[config.mk]
export PLATFORM = sky130hd
export DESIGN_NAME = sbmc_top
export DESIGN_NICKNAME = d
export VERILOG_FILES = /design/src/common/sbmc_pkg.sv /design/src/common/sbmc_mode_if.sv /design/src/sbmc_mode_decode.sv /design/src/sbmc_top.sv
export VERILOG_INCLUDE_DIRS = /design/src /design/src/common
export SDC_FILE = /design/constraint.sdc
export NUM_CORES = 1
export LEC_CHECK = 0
export ABC_AREA = 1
export CORE_ASPECT_RATIO = 0.6
export CORE_MARGIN = 1.5
export CORE_UTILIZATION = 30
export DETAILED_ROUTE_END_ITERATION = 12
export DONT_BUFFER_PORTS = 1
export GPL_TIMING_DRIVEN = 0
export PLACE_DENSITY = 0.41
export SLEW_MARGIN = 0
export SYNTH_ARGS = -nofsm -noshare
export SYNTH_HDL_FRONTEND = slang
export SYNTH_SLANG_ARGS = --single-unit
[constraint.sdc]
create_clock -name pclk -period 4.6 [get_ports pclk]
set_input_delay 0.46 -clock pclk [delete_from_list [all_inputs] [get_ports pclk]]
set_output_delay 0.46 -clock pclk [all_outputs]
set_load 0.01 [all_outputs]
[src/common/sbmc_params.svh]
// Purpose: Offsets, field positions, reset values and timing counts
// Assumes: 32-bit APB words, pclk at 250 MHz
// Notes:   Definitions only
`ifndef SBMC_PARAMS_SVH
`define SBMC_PARAMS_SVH
// ****************************************
// Register offsets
// ****************************************
`define SBMC_OFF_CTRL    8'h00
`define SBMC_OFF_STAT    8'h04
`define SBMC_OFF_MODE    8'h08
`define SBMC_OFF_LPOFF   8'h0c
`define SBMC_OFF_STBYSP  8'h10
`define SBMC_OFF_ACTUAL  8'h14
// ****************************************
// Control fields and reset values
// ****************************************
`define SBMC_CTRL_INV    0
`define SBMC_CTRL_LPEN   1
`define SBMC_CTRL_UOREQ  2
`define SBMC_CTRL_LPSEL  3
`define SBMC_CTRL_DLY    4
`define SBMC_DLY_RESET   2'h1
`define SBMC_LPOFF_UO    8
`define SBMC_CODE_DEFLT  4'h8
// ****************************************
// Timing
// ****************************************
`define SBMC_CLK_HZ      250000000
`define SBMC_SLOW_HZ     32768
`define SBMC_TICK_CYCLES (`SBMC_CLK_HZ / `SBMC_SLOW_HZ)
`define SBMC_SETTLE_US   3000
`define SBMC_SETTLE_TICKS ((`SBMC_SETTLE_US * `SBMC_SLOW_HZ) / 1000000)
`endif

[src/common/sbmc_pkg.sv]
// Purpose: Types shared by the standby and buck mode control
// Assumes: Nothing
// Notes:   Modes are Gray along PULSE_FREQUENCY_MODE, AUTO_PULSE_SKIP, PWM
package sbmc_pkg;
  typedef enum logic [1:0] {MODE_OFF = 2'h0, MODE_PFM = 2'h1, MODE_APS = 2'h3, MODE_PWM = 2'h2} sbmc_mode_e;
  typedef enum logic [2:0] {PWR_OFF = 3'h0, PWR_STARTUP = 3'h1, PWR_ON = 3'h3, PWR_WATCHDOG = 3'h2,
                            PWR_MEMHOLD = 3'h6, PWR_USEROFF = 3'h7} sbmc_pwr_e;
  typedef enum logic [1:0] {SS_IDLE = 2'h0, SS_RAMP = 2'h1, SS_SETTLE = 2'h3, SS_DONE = 2'h2} sbmc_ss_e;
endpackage : sbmc_pkg

[src/common/sbmc_mode_if.sv]
// Purpose: Carries mode codes to the decoder and decoded modes back
// Assumes: Four-bit code per regulator
// Notes:   One entry per regulator
interface sbmc_mode_if #(parameter int NUM_REG = 6);
  logic [4*NUM_REG-1:0]   code;
  sbmc_pkg::sbmc_mode_e   normal_mode [NUM_REG];
  sbmc_pkg::sbmc_mode_e   standby_mode [NUM_REG];
  logic [NUM_REG-1:0]     reserved;
  modport dec (input code, output normal_mode, output standby_mode, output reserved);
  modport ctl (output code, input normal_mode, input standby_mode, input reserved);
endinterface : sbmc_mode_if

[src/sbmc_mode_decode.sv]
// Purpose: Decodes each regulator mode code into normal and standby modes
// Assumes: Reserved codes leave the regulator off
// Notes:   Purely combinational
module sbmc_mode_decode #(parameter int NUM_REG = 6)
(
  sbmc_mode_if.dec  mif
);
  // ****************************************
  // Per regulator decode
  // ****************************************
  for (genvar i = 0; i < NUM_REG; i++)
  begin : g_dec
    // Code table
    always_comb
    begin
      mif.reserved[i] = 1'b0;
      unique case (mif.code[4*i +: 4])
        4'h0: begin mif.normal_mode[i] = sbmc_pkg::MODE_OFF; mif.standby_mode[i] = sbmc_pkg::MODE_OFF; end
        4'h1: begin mif.normal_mode[i] = sbmc_pkg::MODE_PWM; mif.standby_mode[i] = sbmc_pkg::MODE_OFF; end
        4'h3: begin mif.normal_mode[i] = sbmc_pkg::MODE_PFM; mif.standby_mode[i] = sbmc_pkg::MODE_OFF; end
        4'h4: begin mif.normal_mode[i] = sbmc_pkg::MODE_APS; mif.standby_mode[i] = sbmc_pkg::MODE_OFF; end
        4'h5: begin mif.normal_mode[i] = sbmc_pkg::MODE_PWM; mif.standby_mode[i] = sbmc_pkg::MODE_PWM; end
        4'h6: begin mif.normal_mode[i] = sbmc_pkg::MODE_PWM; mif.standby_mode[i] = sbmc_pkg::MODE_APS; end
        4'h7: begin mif.normal_mode[i] = sbmc_pkg::MODE_OFF; mif.standby_mode[i] = sbmc_pkg::MODE_OFF; end
        4'h8: begin mif.normal_mode[i] = sbmc_pkg::MODE_APS; mif.standby_mode[i] = sbmc_pkg::MODE_APS; end
        4'hc: begin mif.normal_mode[i] = sbmc_pkg::MODE_APS; mif.standby_mode[i] = sbmc_pkg::MODE_PFM; end
        4'hd: begin mif.normal_mode[i] = sbmc_pkg::MODE_PWM; mif.standby_mode[i] = sbmc_pkg::MODE_PFM; end
        4'hf: begin mif.normal_mode[i] = sbmc_pkg::MODE_PFM; mif.standby_mode[i] = sbmc_pkg::MODE_PFM; end
        default:
        begin
          mif.normal_mode[i]  = sbmc_pkg::MODE_OFF; // Reserved code
          mif.standby_mode[i] = sbmc_pkg::MODE_OFF;
          mif.reserved[i]     = 1'b1;
        end
      endcase
    end
  end
endmodule : sbmc_mode_decode

[src/sbmc_top.sv]
// Purpose: Standby decode, standby delay and buck mode selection
// Assumes: pwr_state comes from the power sequencer on pclk
// Notes:   Slow rate is a one-cycle enable from a divider of pclk
//
// Added by the designer: the register addresses and the APB interface to the registers.
`include "sbmc_params.svh"

module sbmc_top #(
  parameter int NUM_REG     = 6,
  parameter int TICK_CYCLES = `SBMC_TICK_CYCLES,
  parameter int SETTLE_TICKS = `SBMC_SETTLE_TICKS,
  parameter logic [19:0] SETPT_TABLE = 20'h8a4e2
)
(
  input  wire logic                  pclk,
  input  wire logic                  presetn,
  input  wire logic                  psel,
  input  wire logic                  penable,
  input  wire logic                  pwrite,
  input  wire logic [7:0]            paddr,
  input  wire logic [31:0]           pwdata,
  output logic [31:0]                prdata,
  output logic                       pready,
  output logic                       pslverr,
  input  wire logic                  standby_pin,
  input  wire logic [1:0]            powerup_mode_select_pins,
  input  wire logic [NUM_REG-1:0]    reg_in_regulation,
  input  wire sbmc_pkg::sbmc_pwr_e   pwr_state,
  input  wire logic [NUM_REG-1:0]    startup_slot,
  output logic                       user_off_cmd,
  output logic                       user_off_memhold,
  output logic                       pll_enable,
  output logic [NUM_REG-1:0]         reg_enable,
  output logic [NUM_REG-1:0]         reg_discharge,
  output logic [NUM_REG-1:0]         reg_use_standby_setpoint,
  output logic [2*NUM_REG-1:0]       reg_mode,
  output logic [5*NUM_REG-1:0]       regulator_standby_setpoint
);
  localparam int TW = $clog2(TICK_CYCLES);
  localparam int SW = $clog2(SETTLE_TICKS + 1);

  // Parameter checks
  if (NUM_REG < 1 || NUM_REG > 6 || TICK_CYCLES < 2 || SETTLE_TICKS < 1)
  begin : g_chk
    $error("sbmc_top: unsupported parameter value");
  end

  // ****************************************
  // Slow tick divider
  // ****************************************
  logic [TW-1:0] div_ff, nxt_div;
  logic          tick;

  // Counts one slow period of pclk
  always_comb
  begin
    tick    = (div_ff == TW'(TICK_CYCLES - 1));
    nxt_div = tick ? '0 : div_ff + TW'(1);
  end

  always_ff @(posedge pclk or negedge presetn)
  begin
    if (!presetn) div_ff <= '0;
    else          div_ff <= nxt_div;
  end

  // ****************************************
  // Pin synchronisers
  // ****************************************
  logic                 stby_s1_ff, stby_s2_ff;
  logic [1:0]           pums_s1_ff, pums_s2_ff;
  logic [NUM_REG-1:0]   reg_s1_ff, reg_s2_ff;

  // Two flops before any logic reads a pin
  always_ff @(posedge pclk or negedge presetn)
  begin
    if (!presetn)
    begin
      stby_s1_ff <= 1'b0;
      stby_s2_ff <= 1'b0;
      pums_s1_ff <= 2'h0;
      pums_s2_ff <= 2'h0;
      reg_s1_ff  <= '0;
      reg_s2_ff  <= '0;
    end
    else
    begin
      stby_s1_ff <= standby_pin;
      stby_s2_ff <= stby_s1_ff;
      pums_s1_ff <= powerup_mode_select_pins;
      pums_s2_ff <= pums_s1_ff;
      reg_s1_ff  <= reg_in_regulation;
      reg_s2_ff  <= reg_s1_ff;
    end
  end

  // ****************************************
  // Register file
  // ****************************************
  logic                 inv_ff, nxt_inv;
  logic                 lpen_ff, nxt_lpen;
  logic                 lpsel_ff, nxt_lpsel;
  logic                 uoreq_ff, nxt_uoreq;
  logic [1:0]           dly_ff, nxt_dly;
  logic [4*NUM_REG-1:0] code_ff, nxt_code;
  logic [NUM_REG-1:0]   mh_ff, nxt_mh, uo_ff, nxt_uo;
  logic [5*NUM_REG-1:0] sp_ff, nxt_sp;
  logic [1:0]           boot_ff, nxt_boot;
  sbmc_pkg::sbmc_pwr_e  pwr_prev_ff;
  logic [31:0]          rd_ff, nxt_rd;
  logic                 wr_en, reload, mapped;
  logic [31:0]          stat_word, act_word;
  logic [4:0]           pums_sp;

  // Decode, writes and pin reload
  always_comb
  begin
    wr_en     = psel & penable & pwrite;
    mapped    = (paddr == `SBMC_OFF_CTRL) || (paddr == `SBMC_OFF_STAT) || (paddr == `SBMC_OFF_MODE) ||
                (paddr == `SBMC_OFF_LPOFF) || (paddr == `SBMC_OFF_STBYSP) || (paddr == `SBMC_OFF_ACTUAL);
    reload    = (boot_ff != 2'h0) || (pwr_state == sbmc_pkg::PWR_STARTUP && pwr_prev_ff != sbmc_pkg::PWR_STARTUP);
    nxt_boot  = (boot_ff == 2'h0) ? 2'h0 : boot_ff - 2'h1; // Last reload sees synced straps
    pums_sp   = SETPT_TABLE[5*pums_s2_ff +: 5];
    nxt_inv   = inv_ff;
    nxt_lpen  = lpen_ff;
    nxt_lpsel = lpsel_ff;
    nxt_dly   = dly_ff;
    nxt_code  = code_ff;
    nxt_mh    = mh_ff;
    nxt_uo    = uo_ff;
    nxt_sp    = sp_ff;
    nxt_uoreq = 1'b0;
    if (wr_en && paddr == `SBMC_OFF_CTRL)
    begin
      nxt_inv   = pwdata[`SBMC_CTRL_INV];
      nxt_lpen  = pwdata[`SBMC_CTRL_LPEN];
      nxt_lpsel = pwdata[`SBMC_CTRL_LPSEL];
      nxt_uoreq = pwdata[`SBMC_CTRL_UOREQ]; // Self-clearing command
      nxt_dly   = pwdata[`SBMC_CTRL_DLY +: 2];
    end
    if (wr_en && paddr == `SBMC_OFF_MODE)   nxt_code = pwdata[4*NUM_REG-1:0];
    if (wr_en && paddr == `SBMC_OFF_LPOFF)
    begin
      nxt_mh = pwdata[NUM_REG-1:0];
      nxt_uo = pwdata[`SBMC_LPOFF_UO +: NUM_REG];
    end
    if (wr_en && paddr == `SBMC_OFF_STBYSP) nxt_sp = pwdata[5*NUM_REG-1:0];
    if (reload)
    begin
      nxt_code = {NUM_REG{`SBMC_CODE_DEFLT}}; // Pin default, AUTO_PULSE_SKIP
      nxt_sp   = {NUM_REG{pums_sp}};
    end
    // Read data latched in the setup phase
    nxt_rd = rd_ff;
    if (psel && !penable)
    begin
      unique case (paddr)
        `SBMC_OFF_CTRL:   nxt_rd = {26'h0, dly_ff, lpsel_ff, 1'b0, lpen_ff, inv_ff};
        `SBMC_OFF_STAT:   nxt_rd = stat_word;
        `SBMC_OFF_MODE:   nxt_rd = 32'(code_ff); // Programmed, not actual
        `SBMC_OFF_LPOFF:  nxt_rd = 32'({uo_ff, 8'(mh_ff)});
        `SBMC_OFF_STBYSP: nxt_rd = 32'(sp_ff);
        `SBMC_OFF_ACTUAL: nxt_rd = act_word;
        default:          nxt_rd = 32'h0;
      endcase
    end
  end

  always_ff @(posedge pclk or negedge presetn)
  begin
    if (!presetn)
    begin
      inv_ff      <= 1'b0;
      lpen_ff     <= 1'b0;
      lpsel_ff    <= 1'b0;
      uoreq_ff    <= 1'b0;
      dly_ff      <= `SBMC_DLY_RESET;
      code_ff     <= {NUM_REG{`SBMC_CODE_DEFLT}};
      mh_ff       <= '0;
      uo_ff       <= '0;
      sp_ff       <= '0;
      boot_ff     <= 2'h3;
      pwr_prev_ff <= sbmc_pkg::PWR_OFF;
      rd_ff       <= 32'h0;
    end
    else
    begin
      inv_ff      <= nxt_inv;
      lpen_ff     <= nxt_lpen;
      lpsel_ff    <= nxt_lpsel;
      uoreq_ff    <= nxt_uoreq;
      dly_ff      <= nxt_dly;
      code_ff     <= nxt_code;
      mh_ff       <= nxt_mh;
      uo_ff       <= nxt_uo;
      sp_ff       <= nxt_sp;
      boot_ff     <= nxt_boot;
      pwr_prev_ff <= pwr_state;
      rd_ff       <= nxt_rd;
    end
  end

  // APB answer, zero wait states
  assign pready  = 1'b1;
  assign pslverr = psel & penable & ~mapped;
  assign prdata  = rd_ff;

  // ****************************************
  // Standby qualification and delay
  // ****************************************
  logic       smp_ff, nxt_smp;
  logic       act_ff, nxt_act;
  logic [1:0] cnt_ff, nxt_cnt;
  logic       decoded, lp_stby;

  // Sample on tick, XOR polarity, delay entry only
  always_comb
  begin
    nxt_smp = tick ? stby_s2_ff : smp_ff;
    decoded = smp_ff ^ inv_ff;
    nxt_act = act_ff;
    nxt_cnt = cnt_ff;
    if (pwr_state != sbmc_pkg::PWR_ON || !decoded)
    begin
      nxt_act = 1'b0;
      nxt_cnt = 2'h0;
    end
    else if (!act_ff && cnt_ff == 2'h0)
    begin
      nxt_act = (dly_ff == 2'h0);
      nxt_cnt = dly_ff;
    end
    else if (!act_ff && tick)
    begin
      nxt_cnt = cnt_ff - 2'h1;
      nxt_act = (cnt_ff == 2'h1);
    end
    lp_stby = act_ff & lpen_ff;
  end

  always_ff @(posedge pclk or negedge presetn)
  begin
    if (!presetn)
    begin
      smp_ff <= 1'b0;
      act_ff <= 1'b0;
      cnt_ff <= 2'h0;
    end
    else
    begin
      smp_ff <= nxt_smp;
      act_ff <= nxt_act;
      cnt_ff <= nxt_cnt;
    end
  end

  assign pll_enable       = ~lp_stby;
  assign user_off_cmd     = uoreq_ff;
  assign user_off_memhold = lpsel_ff;
  assign stat_word        = {28'h0, (cnt_ff != 2'h0), ~lp_stby, act_ff, decoded};

  // ****************************************
  // Mode decoder
  // ****************************************
  sbmc_mode_if #(.NUM_REG(NUM_REG)) mif ();
  assign mif.code = code_ff;

  sbmc_mode_decode #(.NUM_REG(NUM_REG)) u_dec
  (
    .mif (mif.dec)
  );

  // ****************************************
  // Per regulator mode selection
  // ****************************************
  logic [2*NUM_REG-1:0] act_modes;
  assign act_word = 32'({2'h0, reg_enable, 4'h0, act_modes});

  for (genvar i = 0; i < NUM_REG; i++)
  begin : g_reg
    logic                 held_ff, nxt_held;
    logic                 start_ff, nxt_start;
    sbmc_pkg::sbmc_ss_e   ss_ff, nxt_ss;
    sbmc_pkg::sbmc_mode_e ramp_ff, nxt_ramp, target, final_mode;
    logic [SW-1:0]        sc_ff, nxt_sc;
    logic                 use_sb, lp_state;

    // Target mode from power state
    always_comb
    begin
      lp_state = (pwr_state == sbmc_pkg::PWR_MEMHOLD) || (pwr_state == sbmc_pkg::PWR_USEROFF);
      target   = sbmc_pkg::MODE_OFF;
      use_sb   = 1'b0;
      nxt_held = held_ff;
      nxt_start = start_ff;
      unique case (pwr_state)
        sbmc_pkg::PWR_MEMHOLD:
        begin
          target   = mh_ff[i] ? sbmc_pkg::MODE_PFM : sbmc_pkg::MODE_OFF;
          use_sb   = 1'b1;
          nxt_held = mh_ff[i];
          nxt_start = 1'b0;
        end
        sbmc_pkg::PWR_USEROFF:
        begin
          target   = uo_ff[i] ? sbmc_pkg::MODE_PFM : sbmc_pkg::MODE_OFF;
          use_sb   = 1'b1;
          nxt_held = uo_ff[i];
          nxt_start = 1'b0;
        end
        sbmc_pkg::PWR_STARTUP:
        begin
          if (startup_slot[i])
          begin
            nxt_start = 1'b1;
            nxt_held  = 1'b0;
          end
          if (start_ff)
            target = mif.normal_mode[i];                                 // Standby ignored
          else if (held_ff)
          begin
            target = sbmc_pkg::MODE_PFM;                                 // Kept on
            use_sb = 1'b1;
          end
        end
        sbmc_pkg::PWR_ON, sbmc_pkg::PWR_WATCHDOG:
        begin
          if (start_ff)
          begin
            target = act_ff ? mif.standby_mode[i] : mif.normal_mode[i];
            use_sb = act_ff;
          end
        end
        sbmc_pkg::PWR_OFF:
        begin
          nxt_held  = 1'b0;
          nxt_start = 1'b0;
        end
      endcase
    end

    // Soft-start ramp and settle
    always_comb
    begin
      nxt_ss   = ss_ff;
      nxt_ramp = ramp_ff;
      nxt_sc   = sc_ff;
      unique case (ss_ff)
        sbmc_pkg::SS_IDLE:
        begin
          nxt_ramp = sbmc_pkg::MODE_PFM;
          nxt_sc   = '0;
          if (target != sbmc_pkg::MODE_OFF)
            nxt_ss = held_ff && !lp_state ? sbmc_pkg::SS_DONE : sbmc_pkg::SS_RAMP;
        end
        sbmc_pkg::SS_RAMP:
        begin
          if (tick && ramp_ff == sbmc_pkg::MODE_PFM) nxt_ramp = sbmc_pkg::MODE_APS;
          if (tick && ramp_ff == sbmc_pkg::MODE_APS) nxt_ramp = sbmc_pkg::MODE_PWM;
          if (reg_s2_ff[i]) nxt_ss = sbmc_pkg::SS_SETTLE;
        end
        sbmc_pkg::SS_SETTLE:
        begin
          if (tick)
            nxt_sc = sc_ff + SW'(1);
          if (tick && sc_ff == SW'(SETTLE_TICKS - 1))
            nxt_ss = sbmc_pkg::SS_DONE;
        end
        sbmc_pkg::SS_DONE:
        begin
          nxt_sc = '0;
        end
      endcase
      if (target == sbmc_pkg::MODE_OFF)
        nxt_ss = sbmc_pkg::SS_IDLE;
    end

    always_ff @(posedge pclk or negedge presetn)
    begin
      if (!presetn)
      begin
        held_ff  <= 1'b0;
        start_ff <= 1'b0;
        ss_ff    <= sbmc_pkg::SS_IDLE;
        ramp_ff  <= sbmc_pkg::MODE_PFM;
        sc_ff    <= '0;
      end
      else
      begin
        held_ff  <= nxt_held;
        start_ff <= nxt_start;
        ss_ff    <= nxt_ss;
        ramp_ff  <= nxt_ramp;
        sc_ff    <= nxt_sc;
      end
    end

    // Applied mode: ramp step until settled, AUTO_PULSE_SKIP left to the stage
    assign final_mode = (target == sbmc_pkg::MODE_OFF) ? sbmc_pkg::MODE_OFF :
                        (ss_ff == sbmc_pkg::SS_DONE || lp_state) ? target : // Low-power off holds PULSE_FREQUENCY_MODE
                        (ss_ff == sbmc_pkg::SS_IDLE) ? sbmc_pkg::MODE_PFM : ramp_ff;
    assign reg_mode[2*i +: 2]                  = final_mode;
    assign act_modes[2*i +: 2]                 = final_mode;
    assign reg_enable[i]                       = (final_mode != sbmc_pkg::MODE_OFF);
    assign reg_discharge[i]                    = (final_mode == sbmc_pkg::MODE_OFF);
    assign reg_use_standby_setpoint[i]         = use_sb;
    assign regulator_standby_setpoint[5*i +: 5] = sp_ff[5*i +: 5];
  end
endmodule : sbmc_top

==> results.py <==
metrics = {
    "sta": {
        "min_period_ns": 3.402,
        "hold_viol_final": 212,
        "tns_ns": 0,
        "max-slew-margin-rel_pct": 6.493,
        "whs_ns": -0.3739,
        "slew_viol_final": 0,
        "fmax_ghz": 0.2940,
        "rsz0062_at_grt": "no",
        "fin_skew_ns": 0.01886,
        "worst_pin_slew_ns": 1.392,
        "setup_viol_count_final": 0,
        "period_share_pct": 73.95,
    },
    "global_route": {
        "grt_pass1_wl_um": 61740,
        "first_global_vias": 9775,
        "overflow": 0,
        "antenna_found_initial": 2,
        "grt_max_degree": 221,
        "grt_util_all_layers_pct": 20.48,
    },
    "cells_and_area": {
        "final_core_util_pct": 34.87,
        "post_route_cells_drive_above_1_share_pct": 7.245,
        "syn_to_final_growth_pct": 13.25,
        "fillers": 4086,
        "final_nets": 1662,
    },
    "die": {
        "io_pins": 160,
        "start_util_pct": 30.79,
        "die_x_um": 258.2,
        "die-area_um2": 40300,
        "rows": 55,
        "die_h_um": 156.1,
        "design.core.area_um2": 38060,
    },
    "routing": {
        "drt_wl_total_um": 41400,
        "drt_iter0_drc": 1079,
        "dr.pass1.iters": 6,
        "wl_per_cell_um": 19.57,
        "vias": 10460,
        "vias_per_cell": 4.947,
        "drc_errors": 0,
        "postRouteAntennaNets": 0,
    },
    "min_path": {
        "hold_path_class": "in2async",
    },
    "clock_network": {
        "cts_tree": "built",
        "cts_max_path_buffers": 3,
        "cts_max_level": 1,
        "cts_hold_buffers": 12,
        "post_cts_buffers": 0,
        "insertion_delay_ns": 0.55,
        "clockRootBuffer": "clkbuf_16",
        "cts_resized": 0,
        "clock_sinks": 220,
        "path_clk_slew_ns": 0.07,
        "numCtsBuffers": 24,
    },
    "yosys": {
        "synth_ff_type": "dfrtp_1",
        "syn_inst": 1544,
        "yosysWarnings": 0,
        "ys_types": 51,
        "synth_area_um2": 11720,
        "synth_edf_count": 0,
        "seq_area_frac_synth_pct": 47.14,
        "syn_area_per_cell_um2": 7.590,
        "synthArstFlopShare_pct": 100.0,
        "synth_seq_cells": 220,
    },
    "place": {
        "place.port_buffers": 0,
        "dp_hpwl_um": 32360,
        "place.gp.congestion": 0.9020,
    },
    "critical_path": {
        "arrival_ns": 2.94,
        "critPathKind": "reg2out",
        "required_ns": 4.14,
        "cp-end-kind": "output pin",
        "crit_fanout": 8,
        "startpoint_type": "flop",
    },
    "run": {
        "maxCapViolations": 0,
    },
    "power_and_ir_drop": {
        "p_leak_nw": 6.447,
        "irDropWorstVdd_mv": 0.2203,
        "p_per_area_nw_per_um2": 353.9,
    },
    "run_status": {
        "violations": "hold timing",
        "status": "complete, but fails checks",
    },
}
## layout make-up
class | count | area, um2 | share of cell area [%]
clock buffer | 36 | 716.9 | 5.402
multi-input combinational | 1043 | 5065 | 38.16
antenna | 1 | 2.502 | 0.01886
buffer | 49 | 256.5 | 1.933
clock inverter | 8 | 67.56 | 0.5091
inverter | 233 | 877.1 | 6.609
tap | 513 | 641.9 | 4.836
sequential | 220 | 5524 | 41.62
timing repair buffer | 12 | 120.1 | 0.9051
## power breakdown
| part | internal, mW | switching (mW) | total (mW) |
|---|---|---|---|
| logic | 0.160 | 0.339 | 0.499 |
| clock network | 1.13 | 0.848 | 1.98 |
| registers | 2.06 | 0.162 | 2.22 |
## kinds of logic (layout without fill, tap and decap cells)
| logic type | after synthesis | after routing | share of synthesized area (%) |
|---|---|---|---|
| buffers and inverters | 282 | 338 | 9.673 |
| XOR/XNOR | 22 | 22 | 1.644 |
| multiplexers | 1 | 1 | 0.08542 |
| AO/OA/AOI/OAI | 287 | 287 | 14.53 |
| flip-flops | 220 | 220 | 47.14 |
| AND/OR/NAND/NOR | 714 | 714 | 25.15 |
| other | 2 | 4 | 0.06409 |
| adder cells (fa/ha/maj) | 16 | 16 | 1.708 |
## synth_stat cells (16+ instances only)
| library cell | number | area (um2) |
|---|---|---|
| o21ai_1 | 35 | 175.2 |
| nand2_1 | 410 | 1539 |
| nor3_1 | 21 | 105.1 |
| o22ai_1 | 27 | 168.9 |
| inv_1 | 220 | 825.8 |
| o21ai_0 | 79 | 395.4 |
| a21oi_1 | 68 | 340.3 |
| ha_1 | 16 | 200.2 |
| nand3_1 | 112 | 560.5 |
| dfrtp_1 | 205 | 5130 |
| nand4_1 | 16 | 100.1 |
| clkbuf_1 | 20 | 75.07 |
| buf_2 | 16 | 80.08 |
| nor2_1 | 136 | 510.5 |
## flip-flops by register name, indices dropped and copies added (netlist names), 3 cells and up
name,count
g.start_ff,6
g.sc_ff,42
reg_s2_ff,6
reg_s1_ff,6
g.held_ff,6
regulator_standby_setpoint,30
prdata,30
g.ramp_ff,12
g.ss_ff,12
uo_ff,6
div_ff,13
mh_ff,6
code_ff,24
pwr_prev_ff,3
## placed cells by master (no fill, tap or decap), drive strengths merged, types with 21 or more instances in the layout
master    n
buf      29
clkbuf   56
nand3   113
nor3     21
a21oi    70
dfrtp   205
o21ai   118
inv     233
o22ai    27
nand2   413
nor2    139
## final timing paths
path                       slack (ns)                    from                            end  cells past startpoint
max reg2reg                      1.82      act_ff$_DFFE_PN0P_          prdata[1]$_DFFE_PN0P_                     12
max                              1.20      act_ff$_DFFE_PN0P_                  reg_enable[5]                     12
min                             -0.37                 presetn            div_ff[1]$_DFF_PN0_                      0
max in group asynchronous        4.33                 presetn  g_reg[2].start_ff$_DFFE_PN0P_                      0
min in group pclk                0.06              pwdata[23]        code_ff[23]$_DFFE_PN1P_                      2
min reg2reg                      0.34  reg_s1_ff[4]$_DFF_PN0_         reg_s2_ff[4]$_DFF_PN0_                      0
## critical path: stages (launching register included)
cell and delay (ns):
dfrtp_1 0.56, inv_1 0.29, nor2_2 0.47, nand2_1 0.11, nand2_1 0.15, nand2_1 0.07
nand2_1 0.10, inv_2 0.04, nand2_2 0.14, nand2_1 0.13, inv_1 0.14, nor2_1 0.10
inv_1 0.10
## routing by layer
layer / up-vias / part of all wire (%) / routed length [um] / global-route usage [%]
li1: 5069 / - / - / -
met1: 5032 / 54 / 22470 / 34.14
met2: 317 / 37 / 15150 / 25.87
met3: 45 / 7.4 / 3054 / 4.353
met4: 0 / 1.8 / 728 / 3.787
met5: - / 0 / 0 / 0
## per-stage QoR
stage	hold WS (ns)	power (mW)	instance area (um2)	setup WS, ns	cells
floorplan	0.1644	2.556	11720	2.510	1545
global placement	0.1777	2.734	12360	1.265	2058
detailed placement	0.1776	2.736	12360	1.305	2058
CTS	-0.3993	4.744	13270	1.256	2114
global route	-0.3957	4.912	13270	1.095	2114
finish	-0.3739	4.697	13270	1.198	2115
No activity file was read; power rests on OpenSTA's default activity.
